File: src/core/power_sync_pkg.sv
// Shared constants for the output power and sync-detect block
package power_sync_pkg;
  // APB register byte offsets
  localparam logic [7:0] ctrl_off   = 8'h00;
  localparam logic [7:0] status_off = 8'h04;
  localparam logic [7:0] irq_off    = 8'h08;
  localparam logic [7:0] mask_off   = 8'h0c;
  localparam logic [7:0] tout_off   = 8'h10;
  // Control register fields
  localparam int ctrl_float_bit = 0;
  localparam int ctrl_sleep_bit = 1;
  localparam logic [1:0] ctrl_reset = 2'h0;
  // Interrupt status fields
  localparam int irq_rise_bit   = 0;
  localparam int irq_fall_bit   = 1;
  localparam int irq_clkok_bit  = 2;
  localparam int irq_clklos_bit = 3;
  localparam logic [3:0] mask_reset = 4'h0;
  // Data-enable inactivity window
  localparam int de_timeout_ns     = 100000;
  localparam int core_clk_ns       = 100;
  localparam int de_timeout_cycles = de_timeout_ns / core_clk_ns;
  // Video clock loss window, in core cycles
  localparam int clk_timeout_cycles = 16;
  localparam int clk_cnt_w = 8;
endpackage

File: src/core/output_power_sync_detect.sv
// Output power-down, clock-loss sleep and sync-activity detect with APB registers
//
// The implementer's own choices: the register offsets and the APB slave port.
module output_power_sync_detect
  import power_sync_pkg::*;
#(
  parameter int data_w     = 24,
  parameter int de_timeout = de_timeout_cycles
) (
  input  wire logic              core_clk,
  input  wire logic              nrst,
  input  wire logic              chip_sleep_n,
  input  wire logic              output_float_n,
  input  wire logic              video_clk_in,
  input  wire logic              de_in,
  input  wire logic [data_w-1:0] pixel_in,
  input  wire logic              pixel_clk_in,
  input  wire logic              general_control_out_1_in,
  input  wire logic              general_control_out_2_in,
  input  wire logic              general_control_out_3_in,
  input  wire logic              psel,
  input  wire logic              penable,
  input  wire logic              pwrite,
  input  wire logic [7:0]        paddr,
  input  wire logic [31:0]       pwdata,
  output logic [31:0]            prdata,
  output logic                   pready,
  output logic                   pslverr,
  output logic                   irq,
  output logic                   sync_activity_flag,
  output logic                   general_control_out_1,
  output logic [data_w-1:0]      pixel_out,
  output logic [data_w-1:0]      pixel_out_oe,
  output logic                   pixel_out_clock,
  output logic                   pixel_out_clock_oe,
  output logic                   de_out,
  output logic                   de_out_oe,
  output logic                   general_control_out_2,
  output logic                   general_control_out_2_oe,
  output logic                   general_control_out_3,
  output logic                   general_control_out_3_oe
);
  localparam int tout_w = 24;

  initial begin
    if (data_w < 1 || data_w > 32) $error("output_power_sync_detect: data_w out of range");
    if (de_timeout < 1 || de_timeout >= (1 << tout_w)) $error("output_power_sync_detect: bad timeout");
  end

  // Pin synchronisers
  logic [1:0]        sleep_sync_reg;
  logic [1:0]        float_sync_reg;
  logic [1:0]        ctl_sync1_reg;
  logic [1:0]        ctl_sync2_reg;
  logic [1:0]        ctl_sync3_reg;
  logic [1:0]        pclk_sync_reg;
  logic [data_w-1:0] pix_sync1_reg;
  logic [data_w-1:0] pix_sync2_reg;
  logic [1:0]        de_sync_reg;

  // Registers
  logic [1:0]        ctrl_reg;
  logic [3:0]        irq_stat_reg;
  logic [3:0]        irq_mask_reg;
  logic [tout_w-1:0] de_cnt_reg;
  logic              de_last_reg;
  logic              de_active_reg;
  logic              de_active_last_reg;
  logic              clk_ok_last_reg;
  logic              clk_ok;
  logic              awake;
  logic              drive_en;
  logic              apb_write;
  logic              apb_read;
  logic [3:0]        irq_events;

  // Every pin except the APB bus crosses two flip-flops before any logic reads it
  always_ff @(posedge core_clk or negedge nrst) begin
    if (!nrst) begin
      sleep_sync_reg <= 2'h0;
      float_sync_reg <= 2'h3;
      ctl_sync1_reg  <= 2'h0;
      ctl_sync2_reg  <= 2'h0;
      ctl_sync3_reg  <= 2'h0;
      pclk_sync_reg  <= 2'h0;
      de_sync_reg    <= 2'h0;
      pix_sync1_reg  <= '0;
      pix_sync2_reg  <= '0;
    end else begin
      sleep_sync_reg <= {sleep_sync_reg[0], chip_sleep_n};
      float_sync_reg <= {float_sync_reg[0], output_float_n};
      ctl_sync1_reg  <= {ctl_sync1_reg[0], general_control_out_1_in};
      ctl_sync2_reg  <= {ctl_sync2_reg[0], general_control_out_2_in};
      ctl_sync3_reg  <= {ctl_sync3_reg[0], general_control_out_3_in};
      pclk_sync_reg  <= {pclk_sync_reg[0], pixel_clk_in};
      de_sync_reg    <= {de_sync_reg[0], de_in};
      pix_sync1_reg  <= pixel_in;
      pix_sync2_reg  <= pix_sync1_reg;
    end
  end

  // Video clock detector keeps running even while the chip sleeps
  activity_watch #(
    .timeout (clk_timeout_cycles),
    .cnt_w   (clk_cnt_w)
  ) u_clk_watch (
    .core_clk  (core_clk),
    .nrst      (nrst),
    .enable    (1'b1),
    .sig_async (video_clk_in),
    .active    (clk_ok)
  );

  // Internal logic runs only with the sleep pin high, software awake and a live clock
  assign awake = sleep_sync_reg[1] & ~ctrl_reg[ctrl_sleep_bit] & clk_ok;
  // Floated outputs: sleep or output float; reset of float sync is high so an open pin drives
  assign drive_en = awake & float_sync_reg[1] & ~ctrl_reg[ctrl_float_bit];

  // Data-enable inactivity window, restarted by every transition
  always_ff @(posedge core_clk or negedge nrst) begin
    if (!nrst) begin
      de_cnt_reg    <= '0;
      de_last_reg   <= 1'b0;
      de_active_reg <= 1'b0;
    end else if (!awake) begin
      de_cnt_reg    <= '0;
      de_last_reg   <= de_sync_reg[1];
      de_active_reg <= 1'b0;
    end else begin
      de_last_reg <= de_sync_reg[1];
      if (de_sync_reg[1] != de_last_reg) begin
        de_cnt_reg    <= '0;
        de_active_reg <= 1'b1;
      end else if (de_cnt_reg < tout_w'(de_timeout - 1)) begin
        de_cnt_reg <= de_cnt_reg + 1'b1;
      end else begin
        de_active_reg <= 1'b0;
      end
    end
  end

  // Always-driven outputs, never floated
  always_ff @(posedge core_clk or negedge nrst) begin
    if (!nrst) begin
      sync_activity_flag    <= 1'b0;
      general_control_out_1 <= 1'b0;
    end else begin
      sync_activity_flag    <= de_active_reg;
      general_control_out_1 <= awake & ctl_sync1_reg[1];
    end
  end

  // Floatable outputs: value forced low and enable dropped, the pad pull-down shows low
  always_ff @(posedge core_clk or negedge nrst) begin
    if (!nrst) begin
      pixel_out                <= '0;
      pixel_out_oe             <= '0;
      pixel_out_clock          <= 1'b0;
      pixel_out_clock_oe       <= 1'b0;
      de_out                   <= 1'b0;
      de_out_oe                <= 1'b0;
      general_control_out_2    <= 1'b0;
      general_control_out_2_oe <= 1'b0;
      general_control_out_3    <= 1'b0;
      general_control_out_3_oe <= 1'b0;
    end else begin
      pixel_out                <= drive_en ? pix_sync2_reg : '0;
      pixel_out_oe             <= {data_w{drive_en}};
      pixel_out_clock          <= drive_en & pclk_sync_reg[1];
      pixel_out_clock_oe       <= drive_en;
      de_out                   <= drive_en & de_sync_reg[1];
      de_out_oe                <= drive_en;
      general_control_out_2    <= drive_en & ctl_sync2_reg[1];
      general_control_out_2_oe <= drive_en;
      general_control_out_3    <= drive_en & ctl_sync3_reg[1];
      general_control_out_3_oe <= drive_en;
    end
  end

  // APB decode; zero wait states
  assign apb_write = psel & penable & pwrite;
  assign apb_read  = psel & ~penable & ~pwrite;

  // Control and mask registers
  always_ff @(posedge core_clk or negedge nrst) begin
    if (!nrst) begin
      ctrl_reg     <= ctrl_reset;
      irq_mask_reg <= mask_reset;
    end else if (apb_write) begin
      if (paddr == ctrl_off) ctrl_reg <= pwdata[1:0];
      if (paddr == mask_off) irq_mask_reg <= pwdata[3:0];
    end
  end

  // Edge history for events
  always_ff @(posedge core_clk or negedge nrst) begin
    if (!nrst) begin
      de_active_last_reg <= 1'b0;
      clk_ok_last_reg    <= 1'b0;
    end else begin
      de_active_last_reg <= de_active_reg;
      clk_ok_last_reg    <= clk_ok;
    end
  end

  assign irq_events = {~clk_ok & clk_ok_last_reg, clk_ok & ~clk_ok_last_reg,
                       ~de_active_reg & de_active_last_reg, de_active_reg & ~de_active_last_reg};

  // Sticky status, write one to clear; a new event wins over the clear
  always_ff @(posedge core_clk or negedge nrst) begin
    if (!nrst) begin
      irq_stat_reg <= 4'h0;
    end else begin
      irq_stat_reg <= (irq_stat_reg & ~((apb_write && paddr == irq_off) ? pwdata[3:0] : 4'h0)) | irq_events;
    end
  end

  // Level interrupt output
  always_ff @(posedge core_clk or negedge nrst) begin
    if (!nrst) begin
      irq <= 1'b0;
    end else begin
      irq <= |(irq_stat_reg & irq_mask_reg);
    end
  end

  // Read data is captured in setup so it stands through the access phase
  always_ff @(posedge core_clk or negedge nrst) begin
    if (!nrst) begin
      prdata  <= 32'h0;
      pslverr <= 1'b0;
      pready  <= 1'b0;
    end else begin
      pready  <= psel & ~penable;
      pslverr <= psel & ~penable & ~(paddr == ctrl_off || paddr == status_off || paddr == irq_off ||
                                     paddr == mask_off || paddr == tout_off);
      if (apb_read) begin
        case (paddr)
          ctrl_off:   prdata <= {30'h0, ctrl_reg};
          status_off: prdata <= {27'h0, drive_en, awake, clk_ok, float_sync_reg[1], de_active_reg};
          irq_off:    prdata <= {28'h0, irq_stat_reg};
          mask_off:   prdata <= {28'h0, irq_mask_reg};
          tout_off:   prdata <= 32'(de_timeout);
          default:    prdata <= 32'h0;
        endcase
      end
    end
  end
endmodule

File: src/core/activity_watch.sv
// Toggle watchdog: flags activity while a synchronised input keeps changing
module activity_watch
  import power_sync_pkg::*;
#(
  parameter int timeout = 16,
  parameter int cnt_w   = 8
) (
  input  wire logic core_clk,
  input  wire logic nrst,
  input  wire logic enable,
  input  wire logic sig_async,
  output logic      active
);
  logic [1:0]       sync_reg;
  logic             last_reg;
  logic [cnt_w-1:0] cnt_reg;
  logic             edge_seen;

  initial begin
    if (timeout < 1 || timeout >= (1 << cnt_w)) $error("activity_watch: timeout does not fit counter");
  end

  // Two-stage synchroniser; only the second stage is read
  always_ff @(posedge core_clk or negedge nrst) begin
    if (!nrst) begin
      sync_reg <= 2'h0;
      last_reg <= 1'b0;
    end else begin
      sync_reg <= {sync_reg[0], sig_async};
      last_reg <= sync_reg[1];
    end
  end

  assign edge_seen = sync_reg[1] ^ last_reg;

  // Idle counter: restarts on each transition, saturates at the window
  always_ff @(posedge core_clk or negedge nrst) begin
    if (!nrst) begin
      cnt_reg <= cnt_w'(timeout);
      active  <= 1'b0;
    end else if (!enable) begin
      cnt_reg <= cnt_w'(timeout);
      active  <= 1'b0;
    end else if (edge_seen) begin
      cnt_reg <= '0;
      active  <= 1'b1;
    end else if (cnt_reg < cnt_w'(timeout - 1)) begin
      cnt_reg <= cnt_reg + 1'b1;
    end else begin
      cnt_reg <= cnt_w'(timeout);
      active  <= 1'b0;
    end
  end
endmodule

File: config.mk
export PLATFORM = sky130hd
export DESIGN_NAME = output_power_sync_detect
export DESIGN_NICKNAME = d
export VERILOG_FILES = /design/src/core/power_sync_pkg.sv /design/src/core/output_power_sync_detect.sv /design/src/core/activity_watch.sv
export SDC_FILE = /design/constraint.sdc
export NUM_CORES = 1
export LEC_CHECK = 0
export BUFFER_PORTS_ARGS = -buffer_cell sky130_fd_sc_hd__clkbuf_2
export CORE_MARGIN = 1.5
export CORE_UTILIZATION = 54
export CTS_BUF_LIST = sky130_fd_sc_hd__clkbuf_16
export CTS_CLUSTER_DIAMETER = 150
export DETAILED_ROUTE_END_ITERATION = 10
export PLACE_DENSITY = 0.93
export SLEW_MARGIN = 20
export SYNTH_ARGS = -nofsm -noshare
export SYNTH_HDL_FRONTEND = slang
export SYNTH_SLANG_ARGS = --single-unit
File: constraint.sdc
create_clock -name core_clk -period 5.49 [get_ports core_clk]
set_input_delay 0.549 -clock core_clk [delete_from_list [all_inputs] [get_ports core_clk]]
set_output_delay 0.549 -clock core_clk [all_outputs]
set_load 0.1 [all_outputs]
==> After elaboration in Yosys (flattened, before gate mapping) <==
Cells that the tools add are included.
{ "totals": {"ff_bits": 178} }
{ "classes": {"add_sub_neg": 2, "magnitude_cmp": 2, "n_eq_ne": 8, "mux": 13, "n_bitwise": 32, "reduce_logical": 9} }
{ "ops": {"columns": ["operator", "n"], "rows": [
  ["24-bit 2-to-1 mux", 4],
  ["10-bit case mux with 5 select lines", 1],
  ["24-bit by 1-bit adder with 24-bit output (second input constant)", 1],
  ["24-bit by 10-bit < comparator with 1-bit output (second input constant)", 1],
  ["1-bit bitwise AND", 18],
  ["8-bit by 4-bit equality test with 1-bit output (second input constant)", 2],
  ["8-bit 2-to-1 mux", 2],
  ["1-bit NOT", 9],
  ["8-bit by 1-bit adder with 8-bit output (second input constant)", 1],
  ["4-bit bitwise AND", 2],
  ["8-bit by 3-bit equality test with 1-bit output (second input constant)", 1],
  ["8-bit by 5-bit equality test with 1-bit output (second input constant)", 1],
  ["8-bit logical NOT", 1],
  ["8-bit by 4-bit < comparator with 1-bit output (second input constant)", 1],
  ["1-bit 2-to-1 mux", 5],
  ["1-bit logical OR", 4],
  ["4-bit 2-to-1 mux", 1],
  ["4-bit NOT", 1],
  ["4-bit bitwise OR", 1],
  ["2-bit AND reduction", 2],
  ["4-bit OR reduction", 1],
  ["3-bit by 1-bit != test with 1-bit output (second input constant)", 1],
  ["3-bit != test (second input constant)", 1],
  ["2-bit by 1-bit != test with 1-bit output (second input constant)", 1],
  ["3 further kinds", 3]
]} }

==> Longest topological paths before layout <==
Gate-level depths: netlist (run 1).
{ "logic_depth": {"depth_word": 7, "depth_mapped": 6, "mapped_depth_nobuf": 5} }

==> Hierarchy <==
Synthesis (run 1) repeated with hierarchy kept, for this count alone.
{ "hier_totals": {"hier_cells": 397, "hier_area_um2": 5457.7} }
{ "modules_own_cells": {"columns": ["module", "instances", "cells_each", "area_per_inst_um2", "seq_area_each_um2"], "rows": [
  ["output_power_sync_detect", 1, 367, 5012.3, 3480.8],
  ["activity_watch", 1, 30, 445.4, 301.5]
]} }

==> Worst setup path before layout (run 1) <==
Ideal clock, no wire load.
{ "synth_path": {"path_kind": "reg-to-output", "from": "register, netlist name general_control_out_3_oe", "to": "output general_control_out_2_oe", "arrival_time_ns": 1.756, "slack_ns": 3.185, "stages_incl_launch_ff": 2, "cell_sequence": "dfrtp_1 -> buf_4"} }
{ "synth_rtl": {"columns": ["element", "line_no", "rtl"], "rows": [
  ["to (decl)", "output_power_sync_detect.sv:39", "output logic general_control_out_2_oe,"]
]} }

==> results.md, run 1 <==
- Number of flops mapped to enable cells by yosys: 0
- Most common cell in the netlist: dfrtp_1
- Placed insts: slightly above 600
- Max incr delay on CP: 800 ps
- Ranking of synthesized cells by area: dfrtp_1 (68%), buf_4 (7.3%), and2_1 (4.7%)
- Layout Nets: 585
- Asr flop ratio synth: 100%
- Yosys Warn Count: 0
- PwrDens: 402 nW/µm²
- Final-report max-slew violation count: 0
- Synth cell count leaders: dfrtp_1 (148), buf_4 (53), and2_1 (41)
- Die Wd: 103 µm
- Crit-path slowest cell: dfrtp_1
- Starting Density: 55.6%
- IO Pins: 170
- Final setup fails: 0
- Setup Total Neg Slack: 0 ps
- HPWL after detailed placement: 6400 µm
- Final wirelength: 9650 µm
- DIE AREA: roughly 11,000 µm²
- Critical Path End Type: output port
- Synth area leader: dfrtp_1
- Area Overhead vs Synth: 18.7%
- Share of layout cells above drive strength 1: 33.6%
- Largest net degree at the start of global routing: 99
- Overflow after GRT: 0
- Worst Path Required: 4940 ps
- Final Critical Period: 2350 ps
- Bufs and invs on worst path: 1
- Synth Cell Area: 5440 µm²
- Cells along the critical path: clkbuf_2
- Final cell count without fillers: 651
- Port Buffers: between 100 and 150
- Final Cycle Share: approximately 43%
- RSZ-0062 raised after global routing: no
- Clock transition at the registers of the reported paths: 60 ps
- Max FO, Critical Path: 28
- Cell count after synthesis: 403
- Hold Vio Cnt, Final: 0
- Status: completed
- Drt drc: 0
- Initial antenna violation count: 0
- GRT Util Overall: 19.0%
- Clk_skew: between 10 and 15 ps
- Vias: between 3,000 and 4,000
- Max cap viols: 0
- Clock sink count: 151
- CTS resizes: 0
- Clock root buffer: clkbuf_16
- #FFs+latches synth: 151
- Crit path DAT: 1810 ps
- Top_reg_cell synth: dfrtp_1
- Placer congestion estimate: 0.910
- Clock Latency Late Sink: between 400 and 500 ps
- Seq/Total Area, Yosys: 69.6%
- Die height: 103 µm
- Post-synth cell types: 46
- Critical Path Stages: 1
- WL/cell: between 10 and 15 µm
- N_diodes: 0
- Setup bufs post-CTS: 0
- Core area: between 9000 and 10,000 µm²
- H-tree Lvls: 4
- Vias/cell: approximately 4.9
- End of the worst register-to-register path: de_cnt_reg[2]
- Hold WC Path Type: input port to async pin
- Crit Path Class: flop to output port
- Post-CTS Hold Buffers: 0
- CP top delay family: flip-flops
- TritonCTS clock tree: done
- Critical R2R Launch: de_cnt_reg[17]
- # rows: 36
- Area share of the largest cell type after synthesis: between 60% and 70%
- DRT antenna net count: 0
- Startpoint Class: flop
- F_max: between 400 and 500 MHz
- VDD IR max: 0.000234 V
- CP startpoint: general_control_out_3_oe
- Least-Margin Pin Slew: 897 ps
- Synth Area per Inst: ~13 µm²
- Pre-Repair DR Iteration Count: 4
- R2R setup slack: 3180 ps
- TritonCTS buffer count: 17
- Vias in the first global route: roughly 3,200
- Cells on worst reg2reg path: 4
- Leak Pwr: 0.00331 µW
- Drt first-iter violations: 126
- Max Root-Sink Buffers: 2
- Slew HR: 40.0%
- Setup crit end: pixel_out_oe[6]
- First-pass GRT wire length: about 15,000 µm
==> layout by cell type, fill, tap and decap left out, types with 7 or more instances in the layout <==
master     instances
clkbuf_16         17
o21ai_0            7
conb_1            25
and2_1            41
nand2_1           24
dfrtp_1          148
inv_6              8
a21oi_1            7
inv_1             10
or3_1              9
nor2_1             8
nand3_1            8
o31ai_1           10
clkbuf_2         118
==> cell families (layout without fill, tap and decap cells) <==
group	Yosys count	after routing	synth area share [%]
flops	151	151	69.6
simple gates	123	123	13.1
buf+inv	72	163	8.65
compound gates	38	38	4.69
mux	11	11	2.62
xor+xnor	4	4	0.644
fa+ha+maj	3	3	0.690
other cells	1	25	0.0690
==> power breakdown <==
part	internal, µW	switching [µW]	total [µW]	leakage [µW]
clock network	604	494	1100	0.000281
registers	1150	18.1	1170	0.00191
logic	40.6	283	324	0.00112
total	1800	795	2590	0.00331
==> per-stage QoR <==
stage	util (%)	power [µW]	area, µm²	worst slack (ps)	hold slack, ps
after floorplan	-	1470	5530	3190	253
after global placement	60.2	1510	5880	2920	332
after detailed placement	60.2	1520	5880	2890	335
after CTS	66.0	2620	6450	3110	215
after global routing	66.0	2690	6450	3000	207
final	66.0	2590	6450	3140	211
==> routing by layer <==
metal | wire length, µm | vias up | global-route usage, %
li1 | - | 1474 | -
met1 | 3980 | 1585 | 24.1
met2 | 5050 | 116 | 31.6
met3 | 480 | 17 | 5.58
met4 | 145 | 0 | 6.65
met5 | 0 | - | 0
==> how the worst min path moves through the flow <==
stage	startpoint	end	slack, ps	depth (start not counted)
2_1_floorplan	nrst	clk_ok_last_reg	250	0
5_1_grt	output_float_n	float_sync_reg[0]	210	1
3_3_place_gp	pix_sync1_reg[13]	pix_sync2_reg[13]	330	0
6_report	nrst	ctl_sync1_reg[1]	210	1
3_5_place_dp	de_sync_reg[0]	de_sync_reg[1]	330	0
4_1_cts	output_float_n	float_sync_reg[0]	210	1
==> layout make-up <==
cell class	count	area, µm²
flip-flops and latches	151	3780
fillers	695	3320
multi-input cells	204	1280
repair buffers	121	617
clock buffers	17	425
well taps	133	166
clock inverters	15	144
inverters	10	37.5
(Power assumes the default switching activity.)
==> run 2, diff against run 1 <==
- CORE_UTILIZATION: 54 -> 46
- PLACE_DENSITY: 0.93 -> 0.85
- clock period: 5.49 -> 2.1 ns (I/O delays scaled with it)
==> results.md, run 2 (synthesis gave the netlist of run 1 again) <==
- Clock root buffer: clkbuf_16 (unchanged)
- Sw Ratio: 27.0% (was 30.7%)
- Layout Nets: 628 (was 585)
- Core area: 11,500 µm² (was 9770 µm²)
- Vias/cell: 4.92 (was 4.90)
- Final Cycle Share: 102%
- Largest net degree at the start of global routing: 54 (was 99)
- Placed insts: 636 (was 619)
- Final core occ: 61.1% (was 66.0%)
- Internal: 5270 µW (was 1800 µW)
- Starting Density: 47.4% (was 55.6%)
- Share of total power in the clock network: 44.9% (was 42.4%)
- N_diodes: 0 (unchanged)
- Psw: 1950 µW (was 795 µW)
- Final worst setup slack: -46.4 ps (was 3140 ps)
- Vias in the first global route: 3,615 (was 3,172)
- Critical R2R Launch: de_cnt_reg[13] (was de_cnt_reg[17])
- Startpoint Class: flop (unchanged)
- Die height: 112 µm (was 103 µm)
- Clock Latency Late Sink: 410 ps (was 420 ps)
- DIE AREA: 12,500 µm² (was 10,700 µm²)
- WL/cell: 15.5 µm (was 14.8 µm)
- Cell area after placement: 5970 µm² (was 5880 µm²)
- Final cell count without fillers: 704 (was 651)
- Least-Margin Pin Slew: 649 ps (was 897 ps)
- Drt drc: 0 (unchanged)
- Vias: 3,466 (was 3,192)
- Worst Path Required: 2440 ps (was 4940 ps)
- TritonCTS buffer count: 17 (unchanged)
- Clock transition at the registers of the reported paths: 60 ps (about the same)
- PwrDens: 1030 nW/µm² (was 402 nW/µm²)
- Overflow after GRT: 0 (unchanged)
- HPWL after detailed placement: 6290 µm (was 6400 µm)
- End of the worst register-to-register path: de_cnt_reg[2] (unchanged)
- R2R setup slack: -50 ps (was 3180 ps)
- RSZ-0062 raised after global routing: yes (was no)
- Commonest non-fill, non-tap cell in the layout: dfrtp_1 (unchanged)
- Combinational Power Share: 12.6% (was 12.5%)
- Placer congestion estimate: 0.865 (was 0.910)
- Critical Path End Type: flop (was output port)
- Hold WC Path Type: input port to flop (was input port to async pin)
- Clk_skew: 10.0 ps (was 13.8 ps)
- Area of all placed cells without fillers: 7010 µm² (was 6450 µm²)
- Cells on worst reg2reg path: 4 (unchanged)
- Final setup fails: 2 (was 0)
- IO Pins: 170 (unchanged)
- TritonCTS clock tree: done (unchanged)
- Leak Pwr: 0.00354 µW (was 0.00331 µW)
- Pre-Repair DR Iteration Count: 4 (unchanged)
- Share of layout cells above drive strength 1: 33.7% (was 33.6%)
- Clock sink count: 151 (unchanged)
- Die Wd: 112 µm (was 103 µm)
- # rows: 39 (was 36)
- Crit path DAT: 2490 ps (was 1810 ps)
- F_max: 466 MHz
- H-tree Lvls: 4 (unchanged)
- Port Buffers: 119 (unchanged)
- CP startpoint: de_cnt_reg[13] (was general_control_out_3_oe)
- Crit Path Class: flop to flop (was flop to output port)
- Final-report max-slew violation count: 0 (unchanged)
- Drt first-iter violations: 204 (was 126)
- Setup crit end: de_cnt_reg[2] (was pixel_out_oe[6])
- Max cap viols: 0 (unchanged)
- Sequential share of power: 42.5% (was 45.2%)
- Max Root-Sink Buffers: 2 (unchanged)
- Initial antenna violation count: 0 (unchanged)
- Slew HR: 56.7% (was 40.0%)
- Failing checks: setup timing
- Status: finished with violations (was completed)
- Most frequent cells in the layout: dfrtp_1 (148), clkbuf_2 (118), and2_1 (41) (unchanged)
- VDD IR max: 0.000790 V (was 0.000234 V)
- Final wirelength: 10,900 µm (was 9650 µm)
- Final Critical Period: approximately 2100 ps
- Hold Vio Cnt, Final: 0 (unchanged)
- Area Overhead vs Synth: 28.9% (was 18.7%)
- Max FO, Critical Path: 7 (was 28)
- GRT Util Overall: 19.0% (about the same)
- DRT antenna net count: 0 (unchanged)
- First-pass GRT wire length: 18,100 µm (was 14,900 µm)
[run 2: area by class of cell]
| cell class | instances | area (µm²) |
|---|---|---|
| tap | 143 | 179 |
| inverter | 10 | 37.5 |
| clock inverter | 15 | 209 |
| timing repair buffer | 164 | 1050 |
| fill | 773 | 4460 |
| clock buffer | 17 | 425 |
| sequential | 151 | 3780 |
| multi-input combinational | 204 | 1330 |
[run 2: through the flow]
step / setup WS (ps) / hold slack [ps] / power, µW / TNS, ps
final: -46.4 / 61.5 / 7210 / -88.1
after detailed placement: -83.7 / 161 / 3970 / -311
after global placement: -46.9 / 158 / 3950 / -226
after CTS: -25.1 / 48.0 / 7260 / -35.8
after floorplan: -22.6 / -85.6 / 3830 / -22.6
after global routing: -88.9 / 60.9 / 7440 / -428
[run 2: timing repair]
item | in CTS | in global routing
hold buffers | 34 | 0
setup buffers | 1 | 1
resized for setup | 1 | 9
hold endpoints to repair | 80 | 0
setup endpoints to repair | 4 | 11
pin swaps | 4 | 3
[run 2: worst min-delay path by stage]
stage,from,end,slack [ps],cells after the start
2_1_floorplan,nrst,clk_ok_last_reg,-90,0
3_3_place_gp,nrst,pix_sync1_reg[1],160,1
3_5_place_dp,nrst,pix_sync2_reg[23],160,1
4_1_cts,pwdata[2],irq_mask_reg[2],50,2
5_1_grt,pwdata[3],irq_mask_reg[3],60,2
6_report,pwdata[2],irq_mask_reg[2],60,2
[run 2: worst max-delay path, stage by stage, from the launching register on]
cell and delay [ps]:
dfrtp_1 380, or4_4 550, or4_4 590, or4_4 430, a21oi_2 120
[run 2: routing by layer]
layer	global-route usage, %	part of all wire (%)	vias up
met2	33.9	55	159
met4	8.19	2.4	0
met3	5.01	5.4	27
met5	0	0	-
met1	21.5	37	1716
li1	-	-	1564
[run 2: power by group through the flow]
stage | registers, µW | logic, µW | clock network, µW
2_1_floorplan | 3290 | 544 | 0
3_3_place_gp | 3110 | 845 | 0
3_5_place_dp | 3110 | 854 | 0
4_1_cts | 3070 | 908 | 3280
5_1_grt | 3080 | 952 | 3420
6_report | 3070 | 908 | 3240
==> run 3, diff against run 2 <==
- ABC_AREA: default -> 1
- CORE_UTILIZATION: 46 -> 48
- CTS_BUF_LIST: sky130_fd_sc_hd__clkbuf_16 -> sky130_fd_sc_hd__clkbuf_4
- PLACE_DENSITY: 0.85 -> 0.87
==> results.md, run 3 <==
- Initial antenna violation count: 0 (unchanged)
- Bufs and invs on worst path: 1 (was 0)
- Max Root-Sink Buffers: 2 (unchanged)
- WL/cell: 12.0 µm (was 15.5 µm)
- Area share of the largest cell type after synthesis: 64.3% (was 68.1%)
- Max incr delay on CP: 600 ps (was 590 ps)
- Post-Synth XOR/XNOR Area: 0.912% (was 0.644%)
- Top_reg_cell synth: dfrtp_1 (unchanged)
- Area of all placed cells without fillers: 6870 µm² (was 7010 µm²)
- Final Cycle Share: 89.7% (was 102%)
- Asr flop ratio synth: 100% (unchanged)
- Area Overhead vs Synth: 19.3% (was 28.9%)
- PwrDens: 812 nW/µm² (was 1030 nW/µm²)
- Hold WC Path Type: input port to flop (unchanged)
- Drt first-iter violations: 346 (was 204)
- Crit-path slowest cell: dfrtp_2 (was or4_4)
- H-tree Lvls: 4 (unchanged)
- Placer congestion estimate: 0.844 (was 0.865)
- Final cell count without fillers: 844 (was 704)
- CP startpoint: general_control_out_3_oe (was de_cnt_reg[13])
- # fillers: 899 (was 773)
- Ranking of synthesized cells by area: dfrtp_1 (64%), buf_4 (7.2%), inv_1 (5.3%) (was dfrtp_1 (68%), buf_4 (7.3%), and2_1 (4.7%))
- Vias in the first global route: 3,769 (was 3,615)
- Largest net degree at the start of global routing: 67 (was 54)
- Final wirelength: 10,100 µm (was 10,900 µm)
- Most common cell in the netlist: dfrtp_1 (unchanged)
- Largest family of logic cells by synthesized area: simple AND/OR/NAND/NOR gates (unchanged)
- Critical Path Stages: 1 (was 4)
- Cell area after placement: 6230 µm² (was 5970 µm²)
- Worst Path Required: 1890 ps (was 2440 ps)
- Cells on worst reg2reg path: 8 (was 4)
- TritonCTS clock tree: done (unchanged)
- Synth area leader: dfrtp_1 (unchanged)
- Cells along the critical path: clkbuf_2 (was or4_4, or4_4, or4_4, a21oi_2)
- Die height: 113 µm (was 112 µm)
- Share of layout cells above drive strength 1: 27.1% (was 33.7%)
- #FFs+latches synth: 151 (unchanged)
- Critical Path End Type: output port (was flop)
- VDD IR max: 0.000636 V (was 0.000790 V)
- Drt drc: 17 (was 0)
- Post-synthesis mux area share: 0% (was 2.62%)
- Vias: 3,847 (was 3,466)
- Clock Latency Late Sink: 550 ps (was 410 ps)
- Yosys Warn Count: 0 (unchanged)
- DRT antenna net count: 0 (unchanged)
- Max cap viols: 0 (unchanged)
- N_diodes: 0 (unchanged)
- Startpoint Class: flop (unchanged)
- Die Wd: 113 µm (was 112 µm)
- Synth Cell Area: 5760 µm² (was 5440 µm²)
- HP Start: psel (was pwdata[2])
- Final setup fails: 0 (was 2)
- RSZ-0062 raised after global routing: no (was yes)
- First-pass GRT wire length: 17,400 µm (was 18,100 µm)
- Crit Path Class: flop to output port (was flop to flop)
- # rows: 39 (unchanged)
- Synth Area per Inst: 10.7 µm² (was 13.5 µm²)
- Setup bufs post-CTS: 0 (was 1)
- End of the worst register-to-register path: de_cnt_reg[0] (was de_cnt_reg[2])
- Most frequent cells in the layout: dfrtp_1 (147), clkbuf_2 (118), inv_1 (81) (was dfrtp_1 (148), clkbuf_2 (118), and2_1 (41))
- Number of flops mapped to enable cells by yosys: 0 (unchanged)
- Synth Area in Compound Gates: 1.80% (was 4.69%)
- R2R setup slack: 500 ps (was -50 ps)
- Slew HR: 61.1% (was 56.7%)
- Synth cell count leaders: dfrtp_1 (148), inv_1 (81), nand2_1 (76) (was dfrtp_1 (148), buf_4 (53), and2_1 (41))
- Vias/cell: 4.56 (was 4.92)
- Leak Pwr: 0.00367 µW (was 0.00354 µW)
- Seq/Total Area, Yosys: 65.7% (was 69.6%)
- Placed insts: 773 (was 636)
- Clk_skew: 25.6 ps (was 10.0 ps)
- Final Critical Period: 1880 ps (was 2150 ps)
- GRT Util Overall: 17.9% (was 19.0%)
- Least-Margin Pin Slew: 584 ps (was 649 ps)
- Final-report max-slew violation count: 0 (unchanged)
- Crit path DAT: 1670 ps (was 2490 ps)
- TritonCTS buffer count: 17 (unchanged)
- HPWL after detailed placement: 6780 µm (was 6290 µm)
- Critical R2R Launch: de_cnt_reg[0] (was de_cnt_reg[13])
- Status: finished with violations (unchanged)
- Overflow after GRT: 0 (unchanged)
- Clock transition at the registers of the reported paths: 130 ps (was 60 ps)
- Commonest non-fill, non-tap cell in the layout: dfrtp_1 (unchanged)
- Port Buffers: 119 (unchanged)
- Cell count after synthesis: 540 (was 403)
- IO Pins: 170 (unchanged)
- Post-synth cell types: 28 (was 46)
- Pre-Repair DR Iteration Count: 7 (was 4)
- Clock sink count: 151 (unchanged)
- F_max: 531 MHz (was 466 MHz)
- Clock root buffer: clkbuf_4 (was clkbuf_16)
- Setup crit end: general_control_out_2_oe (was de_cnt_reg[2])
- DIE AREA: 12,700 µm² (was 12,500 µm²)
- Post-Synth Adder-Cell Area: 0.652% (was 0.690%)
- Starting Density: 49.8% (was 47.4%)
- Layout Nets: 768 (was 628)
- Max FO, Critical Path: 28 (was 7)
- Hold Vio Cnt, Final: 0 (unchanged)
- Setup Total Neg Slack: 0 ps (was -88.1 ps)
- Core area: 11,600 µm² (was 11,500 µm²)
- Simple-Gate Fraction of Synth Area: 17.4% (was 13.1%)
- CP top delay family: flip-flops (was simple AND/OR/NAND/NOR gates)
- Failing checks: DRC (was setup timing)
==> run 3: cell types whose count changed in the layout (fill, tap and decap cells not counted), moves of 9 or more <==
cell	before	now
o21ai_0	7	16
clkbuf_4	0	20
nor2_1	8	59
nand3_1	8	44
clkbuf_16	17	0
o31ai_1	10	0
nor2_2	0	18
and2_1	41	0
nand2_1	24	76
inv_1	11	81
==> run 3: cell type report <==
cell class / instances / area [µm²] / share of cell area, %
clock buffers: 20 / 150 / 2.18
clock inverters: 12 / 103 / 1.49
inverters: 84 / 320 / 4.66
multi-input cells: 270 / 1290 / 18.7
flip-flops and latches: 151 / 3780 / 55.0
well taps: 143 / 179 / 2.60
repair buffers: 164 / 1050 / 15.3
==> run 3: cells by family after synthesis <==
kind of cell	Yosys count
and+or+nand+nor	216
DFF	151
buffers and inverters	143
AOI/OAI and AO/OA	20
xor gates and xnor gates	6
adders and majority gates	3
other	1
==> run 3: worst min-delay path by stage <==
stage                                    to  slack, ps  depth (start not counted)
final                               pslverr         50                          4
after detailed placement  pix_sync1_reg[13]        240                          1
after CTS                           pslverr         10                          4
after global placement    pix_sync1_reg[18]        230                          1
after global routing                pslverr         30                          4
after floorplan             clk_ok_last_reg        -90                          0
==> run 3: what timing repair did <==
| item | 4_1_cts | 5_1_grt |
|---|---|---|
| gates resized for setup | 1 | 0 |
| setup endpoints to repair | 28 | 0 |
| endpoints found under the hold margin | 104 | 0 |
| hold buffers | 39 | 0 |
==> run 3: power breakdown <==
group,switching (µW),internal [µW],total (µW)
registers,46.7,3010,3060
clock network,993,621,1610
logic,759,153,912
total,1800,3790,5580
==> run 3: routing by layer <==
layer | share of wire, % | global-route usage [%]
met1 | 39 | 19.8
met2 | 50 | 31.1
met3 | 8.1 | 6.59
met4 | 2.0 | 7.17
met5 | 0 | 0
==> run 3: metrics by stage <==
stage               hold WS, ps  setup WS, ps  util [%]  total power, µW
floorplan                 -85.6           134         -             3850
global placement            232           591      53.9             3960
detailed placement          239           543      53.9             3970
CTS                        12.3           159      59.4             5640
global route               31.4          91.8      59.4             5830
finish                     49.3           217      59.4             5580
==> run 3: worst min-delay path: stages <==
cell	delay, ps
clkbuf_2	90
inv_1	50
nor2_1	50
and3_1	180
